==> src/inc/adc_seq_consts.vh <==
`ifndef ADC_SEQ_CONSTS_VH
`define ADC_SEQ_CONSTS_VH

// Peripheral clock period in ns (10 MHz)
`define CORE_CLK_PERIOD_NS 100
// Start-up phase length in peripheral cycles
`define STARTUP_CYCLES 2'h2
// Result formatting length in peripheral cycles
`define FORMAT_CYCLES 2'h2
// Fixed part of the sampling phase in converter cycles
`define SAMPLE_BASE_CYCLES 10'h002
// Conversion phase in converter half cycles (13.5 cycles)
`define CONVERT_HALVES 10'h01B
// Warm-up field unit: log2 of converter cycles per field step (16)
`define WARMUP_UNIT_SHIFT 4
// Accumulations above this log2 count are truncated
`define TRUNC_LOG2 3'h4
// Result register width
`define RESULT_WIDTH 16
// Resolution widths
`define RES_BITS_HIGH 5'h0C
`define RES_BITS_LOW 5'h0A
// Saturation limits on the 14-bit signed raw core value
`define SE_MAX 14'h0FFF
`define DIFF_MAX 14'h07FF
`define DIFF_MIN 14'h3800

`endif

==> src/design/adc_result_formatter.v <==
`timescale 1ns/100ps
`default_nettype none
`include "adc_seq_consts.vh"

module adc_result_formatter (
    input wire [19:0] i_sum,
    input wire [2:0] i_log2n,
    input wire i_res10,
    input wire i_left_adjust,
    output reg [15:0] o_result
);
    reg [2:0] shift;
    reg [19:0] trunc;
    reg [4:0] width;
    reg [4:0] lshift;

    // Truncate large sums, then place right or left adjusted
    always @* begin
        shift = (i_log2n > `TRUNC_LOG2) ? (i_log2n - `TRUNC_LOG2) : 3'h0;
        trunc = $signed(i_sum) >>> shift;
        width = (i_res10 ? `RES_BITS_LOW : `RES_BITS_HIGH) + {2'h0, i_log2n}
            - {2'h0, shift};
        lshift = 5'h10 - width;
        if (i_left_adjust) begin
            o_result = trunc[15:0] << lshift;
        end else begin
            o_result = trunc[15:0];
        end
    end
endmodule // adc_result_formatter

`default_nettype wire

==> src/design/adc_conversion_sequencer.v <==
`timescale 1ns/100ps
`default_nettype none
`include "adc_seq_consts.vh"

module adc_conversion_sequencer (
    input wire i_core_clk,
    input wire i_reset,
    input wire i_enable,
    input wire i_start_write,
    input wire i_event_enable,
    input wire i_start_event,
    input wire i_free_run,
    input wire [2:0] i_clock_divide_select,
    input wire [2:0] i_sample_count_select,
    input wire [3:0] i_sampling_delay_field,
    input wire [7:0] i_sample_length_field,
    input wire [2:0] i_warmup_delay_field,
    input wire i_left_adjust_bit,
    input wire i_differential,
    input wire i_resolution_10bit,
    input wire i_flag_clear,
    input wire [13:0] i_core_value,
    output reg o_start_conversion_bit_q,
    output reg o_result_ready_flag_q,
    output reg o_result_ready_event_q,
    output reg [15:0] o_result_q,
    output reg o_converter_clock_q,
    output reg o_sample_hold_q,
    output reg o_convert_q,
    output reg o_warm_q
);
    localparam [2:0] S_IDLE = 3'h0;
    localparam [2:0] S_STARTUP = 3'h1;
    localparam [2:0] S_SAMPLE = 3'h2;
    localparam [2:0] S_CONVERT = 3'h3;
    localparam [2:0] S_FORMAT = 3'h4;

    // Divide ratio for a select code
    function [8:0] divide_ratio;
        input [2:0] sel;
        begin
            divide_ratio = 9'h002 << sel;
        end
    endfunction

    // Clamp the raw core value and reduce to the chosen resolution
    function [11:0] condition_sample;
        input [13:0] raw;
        input diff;
        input res10;
        reg [13:0] clamped;
        begin
            clamped = raw;
            if (diff) begin
                if ($signed(raw) > $signed(`DIFF_MAX)) begin
                    clamped = `DIFF_MAX;
                end else if ($signed(raw) < $signed(`DIFF_MIN)) begin
                    clamped = `DIFF_MIN;
                end
            end else begin
                if ($signed(raw) < $signed(14'h0000)) begin
                    clamped = 14'h0000;
                end else if ($signed(raw) > $signed(`SE_MAX)) begin
                    clamped = `SE_MAX;
                end
            end
            if (res10) begin
                if (diff) begin
                    condition_sample = {{2{clamped[11]}}, clamped[11:2]};
                end else begin
                    condition_sample = {2'h0, clamped[11:2]};
                end
            end else begin
                condition_sample = clamped[11:0];
            end
        end
    endfunction

    reg [2:0] state_q;
    reg [1:0] step_q;
    reg [9:0] half_q;
    reg [7:0] clock_divide_select_q;
    reg [6:0] index_q;
    reg [19:0] acc_q;
    reg [15:0] warm_cnt_q;
    reg pending_q;
    reg ev_s1_q;
    reg ev_s2_q;
    reg ev_s3_q;
    reg [13:0] core_s1_q;
    reg [13:0] core_s2_q;

    wire [8:0] div = divide_ratio(i_clock_divide_select);
    wire [7:0] div_last = div[7:0] - 8'h01;
    wire [7:0] div_mid = div[8:1] - 8'h01;
    wire active = (state_q == S_SAMPLE) || (state_q == S_CONVERT);
    wire half_tick = active && ((clock_divide_select_q == div_last) || (clock_divide_select_q == div_mid));
    wire ev_rise = ev_s2_q & ~ev_s3_q;
    wire trigger = i_start_write | (i_event_enable & ev_rise);
    wire [9:0] sample_halves = (`SAMPLE_BASE_CYCLES + {6'h00, i_sampling_delay_field}
        + {2'h0, i_sample_length_field}) << 1;
    wire [7:0] count_m1 = (8'h01 << i_sample_count_select) - 8'h01;
    wire last_sample = (index_q == count_m1[6:0]);
    wire [11:0] sample = condition_sample(core_s2_q, i_differential, i_resolution_10bit);
    wire [19:0] sample_ext = i_differential ? {{8{sample[11]}}, sample} : {8'h00, sample};
    wire [19:0] acc_next = acc_q + sample_ext;
    wire [15:0] formatted;
    // Warm-up base of 16 converter cycles per step, kept 16 bits wide before the shift
    wire [15:0] warm_base = {9'h000, i_warmup_delay_field, 4'h0};
    wire [15:0] warm_load = warm_base << ({1'b0, i_clock_divide_select} + 4'h1);

    // Result formatting of the running sum
    adc_result_formatter u_formatter (
        .i_sum(acc_next),
        .i_log2n(i_sample_count_select),
        .i_res10(i_resolution_10bit),
        .i_left_adjust(i_left_adjust_bit),
        .o_result(formatted)
    );

    // Two-stage synchronisers for the event pin and core value
    always @(posedge i_core_clk) begin
        if (i_reset) begin
            ev_s1_q <= 1'b0;
            ev_s2_q <= 1'b0;
            ev_s3_q <= 1'b0;
            core_s1_q <= 14'h0000;
            core_s2_q <= 14'h0000;
        end else begin
            ev_s1_q <= i_start_event;
            ev_s2_q <= ev_s1_q;
            ev_s3_q <= ev_s2_q;
            core_s1_q <= i_core_value;
            core_s2_q <= core_s1_q;
        end
    end

    // Prescaler, only running during sampling and conversion
    always @(posedge i_core_clk) begin
        if (i_reset) begin
            clock_divide_select_q <= 8'h00;
            o_converter_clock_q <= 1'b0;
        end else if (!active) begin
            clock_divide_select_q <= 8'h00;
            o_converter_clock_q <= 1'b0;
        end else begin
            if (clock_divide_select_q == div_last) begin
                clock_divide_select_q <= 8'h00;
            end else begin
                clock_divide_select_q <= clock_divide_select_q + 8'h01;
            end
            o_converter_clock_q <= (clock_divide_select_q < div[8:1]);
        end
    end

    // Warm-up hold-off after enable
    always @(posedge i_core_clk) begin
        if (i_reset) begin
            warm_cnt_q <= 16'h0000;
            o_warm_q <= 1'b0;
        end else if (!i_enable) begin
            warm_cnt_q <= warm_load;
            o_warm_q <= 1'b0;
        end else if (!o_warm_q) begin
            if (warm_cnt_q == 16'h0000) begin
                o_warm_q <= 1'b1;
            end else begin
                warm_cnt_q <= warm_cnt_q - 16'h0001;
            end
        end
    end

    // Result-ready flag, a new result wins over a clear
    always @(posedge i_core_clk) begin
        if (i_reset) begin
            o_result_ready_flag_q <= 1'b0;
        end else if (o_result_ready_event_q) begin
            o_result_ready_flag_q <= 1'b1;
        end else if (i_flag_clear) begin
            o_result_ready_flag_q <= 1'b0;
        end
    end

    // Conversion sequencer
    always @(posedge i_core_clk) begin
        if (i_reset) begin
            state_q <= S_IDLE;
            step_q <= 2'h0;
            half_q <= 10'h000;
            index_q <= 7'h00;
            acc_q <= 20'h00000;
            pending_q <= 1'b0;
            o_start_conversion_bit_q <= 1'b0;
            o_result_ready_event_q <= 1'b0;
            o_result_q <= 16'h0000;
            o_sample_hold_q <= 1'b0;
            o_convert_q <= 1'b0;
        end else if (!i_enable) begin
            state_q <= S_IDLE;
            step_q <= 2'h0;
            half_q <= 10'h000;
            pending_q <= 1'b0;
            o_start_conversion_bit_q <= 1'b0;
            o_result_ready_event_q <= 1'b0;
            o_sample_hold_q <= 1'b0;
            o_convert_q <= 1'b0;
        end else begin
            o_result_ready_event_q <= 1'b0;
            case (state_q)
                S_IDLE: begin
                    if (trigger) begin
                        o_start_conversion_bit_q <= 1'b1;
                    end
                    if ((trigger || pending_q) && o_warm_q) begin
                        state_q <= S_STARTUP;
                        step_q <= 2'h0;
                        index_q <= 7'h00;
                        acc_q <= 20'h00000;
                        pending_q <= 1'b0;
                    end else if (trigger) begin
                        pending_q <= 1'b1;
                    end
                end
                S_STARTUP: begin
                    if (step_q == `STARTUP_CYCLES - 2'h1) begin
                        state_q <= S_SAMPLE;
                        half_q <= 10'h000;
                        o_sample_hold_q <= 1'b1;
                    end else begin
                        step_q <= step_q + 2'h1;
                    end
                end
                S_SAMPLE: begin
                    if (half_tick) begin
                        if (half_q == sample_halves - 10'h001) begin
                            state_q <= S_CONVERT;
                            half_q <= 10'h000;
                            o_sample_hold_q <= 1'b0;
                            o_convert_q <= 1'b1;
                        end else begin
                            half_q <= half_q + 10'h001;
                        end
                    end
                end
                S_CONVERT: begin
                    if (half_tick) begin
                        if (half_q == `CONVERT_HALVES - 10'h001) begin
                            state_q <= S_FORMAT;
                            step_q <= 2'h0;
                            o_convert_q <= 1'b0;
                        end else begin
                            half_q <= half_q + 10'h001;
                        end
                    end
                end
                S_FORMAT: begin
                    if (step_q != `FORMAT_CYCLES - 2'h1) begin
                        step_q <= step_q + 2'h1;
                    end else begin
                        acc_q <= acc_next;
                        if (!last_sample) begin
                            state_q <= S_SAMPLE;
                            index_q <= index_q + 7'h01;
                            half_q <= 10'h000;
                            o_sample_hold_q <= 1'b1;
                        end else begin
                            o_result_q <= formatted;
                            o_result_ready_event_q <= 1'b1;
                            if (i_free_run) begin
                                state_q <= S_STARTUP;
                                step_q <= 2'h0;
                                index_q <= 7'h00;
                                acc_q <= 20'h00000;
                            end else begin
                                state_q <= S_IDLE;
                                o_start_conversion_bit_q <= 1'b0;
                            end
                        end
                    end
                end
                default: begin
                    state_q <= S_IDLE;
                    o_start_conversion_bit_q <= 1'b0;
                    o_sample_hold_q <= 1'b0;
                    o_convert_q <= 1'b0;
                end
            endcase
        end
    end
endmodule // adc_conversion_sequencer

`default_nettype wire

==> config.mk <==
export PLATFORM = sky130hd
export DESIGN_NAME = adc_conversion_sequencer
export DESIGN_NICKNAME = d
export VERILOG_FILES = /design/src/design/adc_result_formatter.v /design/src/design/adc_conversion_sequencer.v
export VERILOG_INCLUDE_DIRS = /design/src /design/src/inc
export SDC_FILE = /design/constraint.sdc
export NUM_CORES = 1
export LEC_CHECK = 0
export BUFFER_PORTS_ARGS = -buffer_cell sky130_fd_sc_hd__buf_4
export CAP_MARGIN = 20
export CORE_MARGIN = 1.5
export CORE_UTILIZATION = 52
export CTS_BUF_LIST = sky130_fd_sc_hd__clkbuf_2 sky130_fd_sc_hd__clkbuf_4 sky130_fd_sc_hd__clkbuf_8
export CTS_CLUSTER_DIAMETER = 80
export DETAILED_ROUTE_END_ITERATION = 8
export MAX_ROUTING_LAYER = met4
export PLACE_DENSITY = 0.7
export SLEW_MARGIN = 20
export SYNTH_ARGS = -nofsm -noshare
export SYNTH_HDL_FRONTEND = slang
export SYNTH_SLANG_ARGS = --single-unit
==> constraint.sdc <==
create_clock -name i_core_clk -period 6.6 [get_ports i_core_clk]
set_input_delay 0.33 -clock i_core_clk [delete_from_list [all_inputs] [get_ports i_core_clk]]
set_output_delay 0.33 -clock i_core_clk [all_outputs]
set_load 0.02 [all_outputs]
# Word level (Yosys, flattened, before mapping)
# Cells that the tools add are included.
# Widths: inputs -> output; s select.
[totals] elab_cells=191 reg_bits=121
[op_classes] shift=5 reduce_logical=30 bitwise=11 n_eq_ne=29 n_lt_le_gt_ge=6 n_addsub=17 muxes=72
[ops] operator="$mux 20" count=5
[ops] operator="$mux 12" count=7
[ops] operator="$mux 10" count=7
[ops] operator="$mux 16" count=4
[ops] operator="$pmux 10 s4" count=1
[ops] operator="$pmux 20 s2" count=1
[ops] operator="$mux 7" count=4
[ops] operator="$mux 3" count=9
[ops] operator="$ne 2x2->1 const B" count=13
[ops] operator="$reduce_and 7->1" count=3
[ops] operator="$add 20x20->20" count=1
[ops] operator="$mux 1" count=20
[ops] operator="$sshr 20x3->16" count=1
[ops] operator="$eq 8x8->1" count=2
[ops] operator="$logic_not 16->1" count=1
[ops] operator="$mux 2" count=8
[ops] operator="$shl 16x5->16" count=1
[ops] operator="$shl 7x4->16" count=1
[ops] operator="$sub 16x1->16 const B" count=1
[ops] operator="$sub 8x1->8 const B" count=2
[ops] operator="$pmux 3 s5" count=1
[ops] operator="$reduce_and 5->1" count=3
[ops] operator="$gt 14x12->1 const B" count=1
[ops] operator="$gt 14x13->1 const B" count=1
[ops] operator="other kinds (46)" count=72

# Longest topological paths before layout
# Gate-level depths: netlist of run 1.
[depth] ltp_word=12 depth_mapped=19

# Cells and area by module
# Synthesis of run 1 repeated with hierarchy kept, for this count alone.
[hier_totals] cells_unflattened=1152 area_unflattened_um2=9302.7
[modules_own_cells] mod="adc_conversion_sequencer" area_each_um2=7601.0 cells_per_inst=900 instances=1
[modules_own_cells] mod="adc_result_formatter" area_each_um2=1701.6 cells_per_inst=252 instances=1

# Worst setup path after synthesis of run 1
# Ideal clock, no wire load.
[synth_timing] path_kind="input -> register" startpoint="in i_resolution_10bit" endpoint="reg o_result_q[11]" slack_ns=2.370 arrival_time_ns=4.142 required_time_ns=6.512 setup_ns=0.088 n_path_buf=2 path_stages=18 path_cell_list="clkbuf_1 buf_1 mux2i_1 o21ai_0 a21o_1 ha_1 inv_1 fa_1 and2b_1 o21a_1 a31oi_1 xnor2_1 a211oi_1 a211o_1 a211oi_1 o21bai_1 a311o_1 a311oi_2"
[synth_via] elab_chain_cells=6 word_cells_on_any_way=10 cone_classes="add/sub (4); shift (2); mux (4)"
[synth_lines] element="start, declared" line_no="adc_conversion_sequencer.v:20" source="input wire i_resolution_10bit,"
[synth_lines] element="$mux 3 (no source line) / $mux 12 (equally long branches)"
[synth_lines] element="$add 5x3->5 / $mux 20 (equally long branches)" line_no="adc_result_formatter.v:21, adc_conversion_sequencer.v:105"
[synth_lines] element="$sub 5x3->5 / $add 20x20->20 (equally long branches)" line_no="adc_result_formatter.v:21, adc_conversion_sequencer.v:106"
[synth_lines] element="$sub 5x5->5 / $sshr 20x3->16 (equally long branches)" line_no="adc_result_formatter.v:23, adc_result_formatter.v:20"
[synth_lines] element="$shl 16x5->16" line_no="adc_result_formatter.v:25" source="o_result = trunc[15:0] << lshift;"
[synth_lines] element="$mux 16 *" line_no="adc_result_formatter.v:24" source="if (i_left_adjust) begin"
[synth_lines] element="end signal, assigned" line_no="adc_conversion_sequencer.v:267" source="o_result_q <= formatted;"
[synth_lines] element="end, declared" line_no="adc_conversion_sequencer.v:26" source="output reg [15:0] o_result_q,"
# Mark *: on every way between the ends. The rest lies on a longest branch, timed or not.
# A chain may end at the register's enable or synchronous reset.

# Worst setup path after layout of run 1
[layout_timing] startpoint="reg core_s2_q[11]" endpoint="reg o_result_q[11]"
[layout_via] elab_chain_cells=11 word_cells_on_any_way=16 cone_classes="add/sub (1); order compare (4); shift (2); mux (9)"
[layout_lines] element="start, declared" line_no="adc_conversion_sequencer.v:91" source="reg [13:0] core_s2_q;"
[layout_lines] element="start signal, assigned" line_no="adc_conversion_sequencer.v:134" source="core_s2_q <= core_s1_q;"
[layout_lines] element="$gt 14x13->1 / $lt 14x12->1 (equally long branches)" line_no="adc_conversion_sequencer.v:63, adc_conversion_sequencer.v:57"
[layout_lines] element="$mux 12 (on tied branches)" line_no="adc_conversion_sequencer.v:63, adc_conversion_sequencer.v:57"
[layout_lines] element="$mux 12 (on tied branches)" line_no="adc_conversion_sequencer.v:61, adc_conversion_sequencer.v:55"
[layout_lines] element="$mux 12 *" line_no="adc_conversion_sequencer.v:54" source="if (diff) begin"
[layout_lines] element="$mux 12" line_no="adc_conversion_sequencer.v:68" source="if (diff) begin"
[layout_lines] element="$mux 12 *" line_no="adc_conversion_sequencer.v:67" source="if (res10) begin"
[layout_lines] element="$mux 20 *" line_no="adc_conversion_sequencer.v:105" source="wire [19:0] sample_ext = i_differential ? {{8{sample[11]}}, sample} : {8'h00, sample};"
[layout_lines] element="$add 20x20->20 *" line_no="adc_conversion_sequencer.v:106" source="wire [19:0] acc_next = acc_q + sample_ext;"
[layout_lines] element="$sshr 20x3->16 *" line_no="adc_result_formatter.v:20" source="trunc = $signed(i_sum) >>> shift;"
[layout_lines] element="$shl 16x5->16" line_no="adc_result_formatter.v:25"
[layout_lines] element="$mux 16 *" line_no="adc_result_formatter.v:24"
# Marks and branches as above.

==> out/metrics.csv, run 1 <==
metric;value;unit
outcome;complete, no violations;
timing_hold_violations_final;0;
dp.final_hpwl;16.8;mm
ys_async_sr_fraction;0;%
tritoncts;built;
cap_violations;0;
vias_per_std_cell;5.97;
fmax;221;MHz
post_route_cells_drive_above_1_share;11.9;%
min_period_over_period;68.6;%
rows;48;
nNetsFinal;1328;
maximum_number_of_pins_on_one_net_before_global_route_repair;89;
cts.reportedPaths.clkPinSlew;0.08;ns
gr-total-overflow;0;
route.detailed.wl_per_inst;15.8;um
post_synth_main_area_contributors;dfxtp_1 (26%), ha_1 (7.2%), nor2_1 (5.8%);
clk-insertion-delay-late;0.46;ns
finish.cell_count_without_fillers;1462;
post-synth-top-area-cell;dfxtp_1;
post-cts-setup-buffers;0;
cts.repair.resized;0;
cts_root_buf;clkbuf_8;
first_pass_iters;7;
timing.critical_path.arrival;4.89;ns
yosysWarnings;0;
timing.final.setup_violations;0;
synth_area_per_cell;7.73;um2
grt_antenna_before_repair;0;
cts.path.max_buffers;2;
netlist.area_leader.share;25.7;%
grt_pass1_vias;7779;
power.static_leakage;4.26;nW
post_synth_inst_count;1208;
synthDistinctLibCells;88;
via_count;8735;
globalplace.congestion;0.948;
number_of_design_rule_violations_left_by_the_first_detailed_router_iteration;694;
crit_path_max_fanout;19;
timing_worst_slew_pin_value;1.04;ns
grt_pass1_wl;38.2;mm
initial_utilization;53.6;%
p_per_area;230;nW/um2
die_width;137;um
register_bit_total_from_synthesis;120;
path_type_of_the_worst_setup_path;register to register;
finalWirelength;23.2;mm
postRouteAntennaNets;0;
mappedNetlistArea;9340;um2
synth_enable_flop_cells;0;
synth_sequential_area_ratio;25.7;%
slew_headroom;30.4;%
synthToLayoutAreaGrowth;10.7;%
postSynth.topFlopCell;dfxtp_1;
rsz0062_at_grt;false;
clock_sinks;120;
final_period_demand_of_the_worst_path;4.53;ns
finalSetupTns;0;ns
num_io_pins;69;
vdd.ir_drop.worst;0.231;mV
cts_buffers;17;
gr-usage-all-layers;26.0;%
drc;0;
worst-endpoint-required;6.96;ns
endpoint_kind;register;
cts-hold-fix-buffers;0;
start_kind;register;
synthesis.nets;1312;
die_height;137;um
cts_htree_levels;4;
dieArea;18800;um2
fillers;1675;
insertedDiodeCount;0;
hold_path.class;input port to register;
core_region_area;17400;um2
final_max_tran_viols;0;
placed_cells_incl_taps;1430;
io_buffers;68;
fin_skew;0.0127;ns
==> layer usage <==
layer	wire length (um)	global-route usage [%]
met5	0	-
met4	376	7.84
met3	1290	4.48
met2	10100	38.7
met1	11400	36.0
==> worst paths after layout <==
check	slack (ns)	endpoint	cells past startpoint	start
max	2.07	o_result_q[11]$_SDFFE_PP0P_	16	core_s2_q[11]$_SDFF_PP0_
min	0.08	core_s1_q[6]$_SDFF_PP0_	2	i_core_value[6]
max reg2reg	2.07	o_result_q[11]$_SDFFE_PP0P_	16	core_s2_q[11]$_SDFF_PP0_
min reg2reg	0.44	core_s2_q[11]$_SDFF_PP0_	1	core_s1_q[11]$_SDFF_PP0_
==> cell families after synthesis <==
group                    Yosys count  share of synthesized area [%]
flip-flops                       120                           25.7
adder cells (fa/ha/maj)           58                           8.09
multiplexers                      24                           2.75
AND/OR/NAND/NOR                  460                           24.2
buffers and inverters            119                           4.97
AO/OA/AOI/OAI                    348                           26.3
XOR/XNOR                          79                           7.95
==> flip-flops by register name (all words and copies together) (netlist names), 2 cells and up <==
signal and count:
core_s1_q 14, o_result_q 16, index_q 7, step_q 2
acc_q 19, core_s2_q 14, warm_cnt_q 16, state_q 3
half_q 10, clock_divide_select_q 8
==> cells in the mapped netlist, drive strengths merged (10+ instances only) <==
cell type / instances
nor2: 146
dfxtp: 120
nand2: 87
a21oi: 79
o21ai: 59
clkbuf: 57
ha: 54
nor3: 46
inv: 43
xnor2: 42
nor2b: 40
xor2: 35
a211oi: 32
a21o: 31
nand3: 31
a22oi: 26
mux2i: 20
buf: 19
a31oi: 17
and3: 16
or3: 14
o31ai: 13
nand2b: 12
nor4: 12
nand4: 11
a2bb2oi: 10
==> placed cells by master, fill, tap and decap left out, drive strengths merged, types with 11 or more instances in the layout <==
cell,instances
clkbuf,19
ha,54
or3,14
nand3,31
o21ai,59
buf,73
nand2b,12
a21oi,79
inv,46
nor2,146
nor4,12
xnor2,42
a22oi,26
nor3,46
a31oi,17
and3,16
mux2i,20
a211oi,32
dfxtp,120
nor2b,40
nand2,87
nand4,11
xor2,35
a21o,31
o31ai,13
==> final cells by class <==
type	instances	area, um2	share of cell area, %
timing repair buffer	73	548	5.30
clock buffer	19	255	2.47
tap	225	282	2.72
inverter	43	161	1.56
clock inverter	13	215	2.08
multi-input combinational	969	6470	62.6
sequential	120	2400	23.2
==> per-stage QoR <==
stage | worst slack (ns) | utilization (%) | cell area (um2) | hold slack, ns | power (mW)
2_1_floorplan | 2.37 | - | 9340 | 0.414 | 1.42
3_3_place_gp | 2.30 | 56.6 | 9860 | 0.415 | 1.58
3_5_place_dp | 2.17 | 56.6 | 9860 | 0.422 | 1.58
4_1_cts | 2.17 | 59.3 | 10300 | 0.0643 | 2.39
5_1_grt | 1.74 | 59.3 | 10300 | 0.0615 | 2.53
6_report | 2.07 | 59.3 | 10300 | 0.0789 | 2.38
==> report_power, final <==
group	internal, mW	total, mW	switching, mW
clock network	0.468	0.802	0.333
registers	0.773	0.820	0.0477
logic	0.316	0.758	0.443
==> critical path, cell delays in order (launching register included) <==
cell and delay, ns:
dfxtp_1 0.39, nand2_1 0.34, o21ai_0 0.26, a21o_1 0.14, ha_1 0.20, inv_1 0.07
fa_1 0.41, and2b_1 0.28, o21a_1 0.18, a31oi_1 0.11, xnor2_1 0.54, o2111ai_1 0.32
a21oi_1 0.40, o31a_1 0.17, o21bai_1 0.08, a311o_1 0.33, a311oi_2 0.22
(Power assumes the default switching activity.)
==> run 2, diff against run 1 <==
Clock period 6.6 ns to 4.5 ns, I/O delays scaled along.
==> run 2 against run 1 <==
  * Total power is 36% higher
  * Worst setup slack worse by 1.7 ns
  * Clock power increased by 12%
  * Flip-flop and latch count did not move
  * Global-route usage rose by 0.83 points
  * Combinational power up 50%
  * Cell count rose by 2.0%
  * Sequential share of layout area decreased by 0.35 points
  * Wire length up 2.5%
  * Critical path depth unchanged
  * Non-clock buffer count grew 29
  * Via count is 0.71% higher
  * Largest cell class unchanged
  * Largest power group unchanged
==> out/metrics.csv, run 2 (synthesis gave the netlist of run 1 again) <==
metric;value;unit;change
timing_hold_violations_final;0;;unchanged
drc;0;;unchanged
insertedDiodeCount;0;;unchanged
rows;48;;unchanged
min_period_over_period;92.3;%;+24 points
globalplace.congestion;0.946;;-0.14%
clock_sinks;120;;unchanged
reg_top3;acc_q: 19 flops, o_result_q: 16 flops, warm_cnt_q: 16 flops;;
tritoncts;built;;
crit_path_max_fanout;11;;-8
number_of_design_rule_violations_left_by_the_first_detailed_router_iteration;614;;-12%
post_route_cells_drive_above_1_share;13.0;%;+1.1 points
grt_antenna_before_repair;0;;unchanged
gr-total-overflow;0;;unchanged
finalSetupTns;0;ns;unchanged
synthToLayoutAreaGrowth;12.4;%;
rsz0062_at_grt;false;;
fin_skew;0.0145;ns;+0.00178 ns
worst-endpoint-required;4.82;ns;-2.14 ns
postRouteAntennaNets;0;;unchanged
core_region_area;17400;um2;unchanged
route.detailed.wl_per_inst;15.9;um;+0.53%
registers.top_by_ff_count;acc_q;;
fillers;1615;;-3.6%
vdd.ir_drop.worst;0.339;mV;+47%
cts_buffers;17;;unchanged
cts.reportedPaths.clkPinSlew;0.07;ns;about the same
hold_ws;0.0352;ns;-0.0437 ns
power.static_leakage;4.35;nW;+2.0%
clk-insertion-delay-late;0.46;ns;about the same
cts_htree_levels;4;;unchanged
final_period_demand_of_the_worst_path;4.15;ns;-0.374 ns
maximum_number_of_pins_on_one_net_before_global_route_repair;55;;-38%
first_pass_iters;7;;unchanged
dp.final_hpwl;17.5;mm;+3.8%
start_kind;register;;
grt_pass1_vias;7997;;+2.8%
cts_root_buf;clkbuf_8;;
die_width;137;um;unchanged
vias_per_std_cell;5.90;;-1.2%
num_io_pins;69;;unchanged
detailedPlace.worstSlack;0.322;ns;-1.85 ns
via_count;8797;;+0.71%
io_buffers;68;;unchanged
slew_headroom;34.5;%;+4.1 points
finalWorstSetupSlack;0.346;ns;-1.73 ns
layout_common_cells;nor2_1 (145), dfxtp_1 (119), buf_4 (88);;
grt_pass1_wl;39.3;mm;+3.1%
gr-usage-all-layers;26.8;%;+0.83 points
die_height;137;um;unchanged
layout_commonest_cell;nor2_1;;
timing.final.setup_violations;0;;unchanged
layout.core_utilization;60.3;%;+0.95 points
timing.critical_path.arrival;4.48;ns;-0.41 ns
path_type_of_the_worst_setup_path;register to register;;
nNetsFinal;1357;;+2.2%
timing_worst_slew_pin_value;0.976;ns;-0.0605 ns
endpoint_kind;register;;
initial_utilization;53.6;%;unchanged
final_max_tran_viols;0;;unchanged
finalWirelength;23.8;mm;+2.5%
largest_reg_flops;19;;unchanged
outcome;complete, no violations;;
fmax;241;MHz;+9.0%
p_per_area;309;nW/um2;+34%
hold_path.class;input port to register;;
dieArea;18800;um2;unchanged
cts.path.max_buffers;2;;unchanged
cap_violations;0;;unchanged
==> run 2: changes by cell type in the layout (fill, tap and decap cells not counted) <==
| cell | previous run | this run |
|---|---|---|
| a2111oi_0 | 4 | 3 |
| a2111oi_1 | 0 | 1 |
| buf_4 | 73 | 88 |
| bufinv_16 | 5 | 0 |
| clkbuf_8 | 18 | 19 |
| clkinv_2 | 1 | 2 |
| clkinvlp_4 | 1 | 4 |
| dfxtp_1 | 120 | 119 |
| dfxtp_2 | 0 | 1 |
| dlygate4sd3_1 | 0 | 14 |
| o41ai_2 | 1 | 0 |
| o41ai_4 | 0 | 1 |
| xnor2_1 | 42 | 41 |
| xnor2_2 | 0 | 1 |
==> run 2: layout make-up <==
cell class                      instances  area [um2]  share of cell area, %
Multi-Input combinational cell        969        6490                   61.8
Inverter                               43         161                   1.54
Timing Repair Buffer                  102         801                   7.63
Sequential cell                       120        2400                   22.9
Clock inverter                         12        92.6                  0.882
Tap cell                              225         282                   2.68
Clock buffer                           20         269                   2.56
==> run 2: repair_timing <==
action,4_1_cts,5_1_grt
hold endpoints to repair,14,0
setup endpoints to repair,0,8
hold buffers,14,0
resized for setup,0,4
setup buffers,0,1
==> run 2: metrics by stage <==
step | area [um2] | power (mW) | cells
finish | 10500 | 3.25 | 1491
global route | 10500 | 3.46 | 1491
CTS | 10500 | 3.26 | 1490
detailed placement | 9970 | 2.33 | 1444
global placement | 9970 | 2.33 | 1444
floorplan | 9340 | 2.08 | 1208
==> run 2: path summary, 6_finish.rpt <==
path	slack [ns]	depth (start not counted)	endpoint	start
worst min register to register	0.44	1	core_s2_q[0]$_SDFF_PP0_	core_s1_q[0]$_SDFF_PP0_
worst min-delay path	0.04	2	core_s1_q[11]$_SDFF_PP0_	i_core_value[11]
worst max-delay path	0.35	16	o_result_q[9]$_SDFFE_PP0P_	core_s2_q[11]$_SDFF_PP0_
worst max register to register	0.35	16	o_result_q[9]$_SDFFE_PP0P_	core_s2_q[11]$_SDFF_PP0_
==> run 2: worst max-delay path: stages (launching register included) <==
cell	delay [ns]
dfxtp_1	0.40
nand2_1	0.20
buf_4	0.23
a21oi_1	0.12
nor2_1	0.06
o22ai_1	0.20
ha_1	0.38
a21oi_1	0.29
o31ai_1	0.12
a31oi_1	0.27
o21ai_2	0.16
xor2_2	0.19
o22ai_1	0.30
o41ai_4	0.14
mux4_2	0.50
a2111oi_2	0.36
nor3_1	0.07
==> run 2: power by group <==
part / switching (mW) / total, mW / leakage (nW) / internal, mW
logic: 0.660 / 1.14 / 3.19 / 0.482
registers: 0.0688 / 1.20 / 0.976 / 1.13
clock network: 0.482 / 0.902 / 0.176 / 0.420
==> run 2: per-layer routing <==
metal / global-route usage [%] / part of all wire (%) / up-vias
met5: - / 0 / -
met4: 7.37 / 1.3 / 0
met3: 4.19 / 4.8 / 24
met2: 42.0 / 45 / 231
met1: 36.0 / 49 / 4071
li1: - / - / 4471
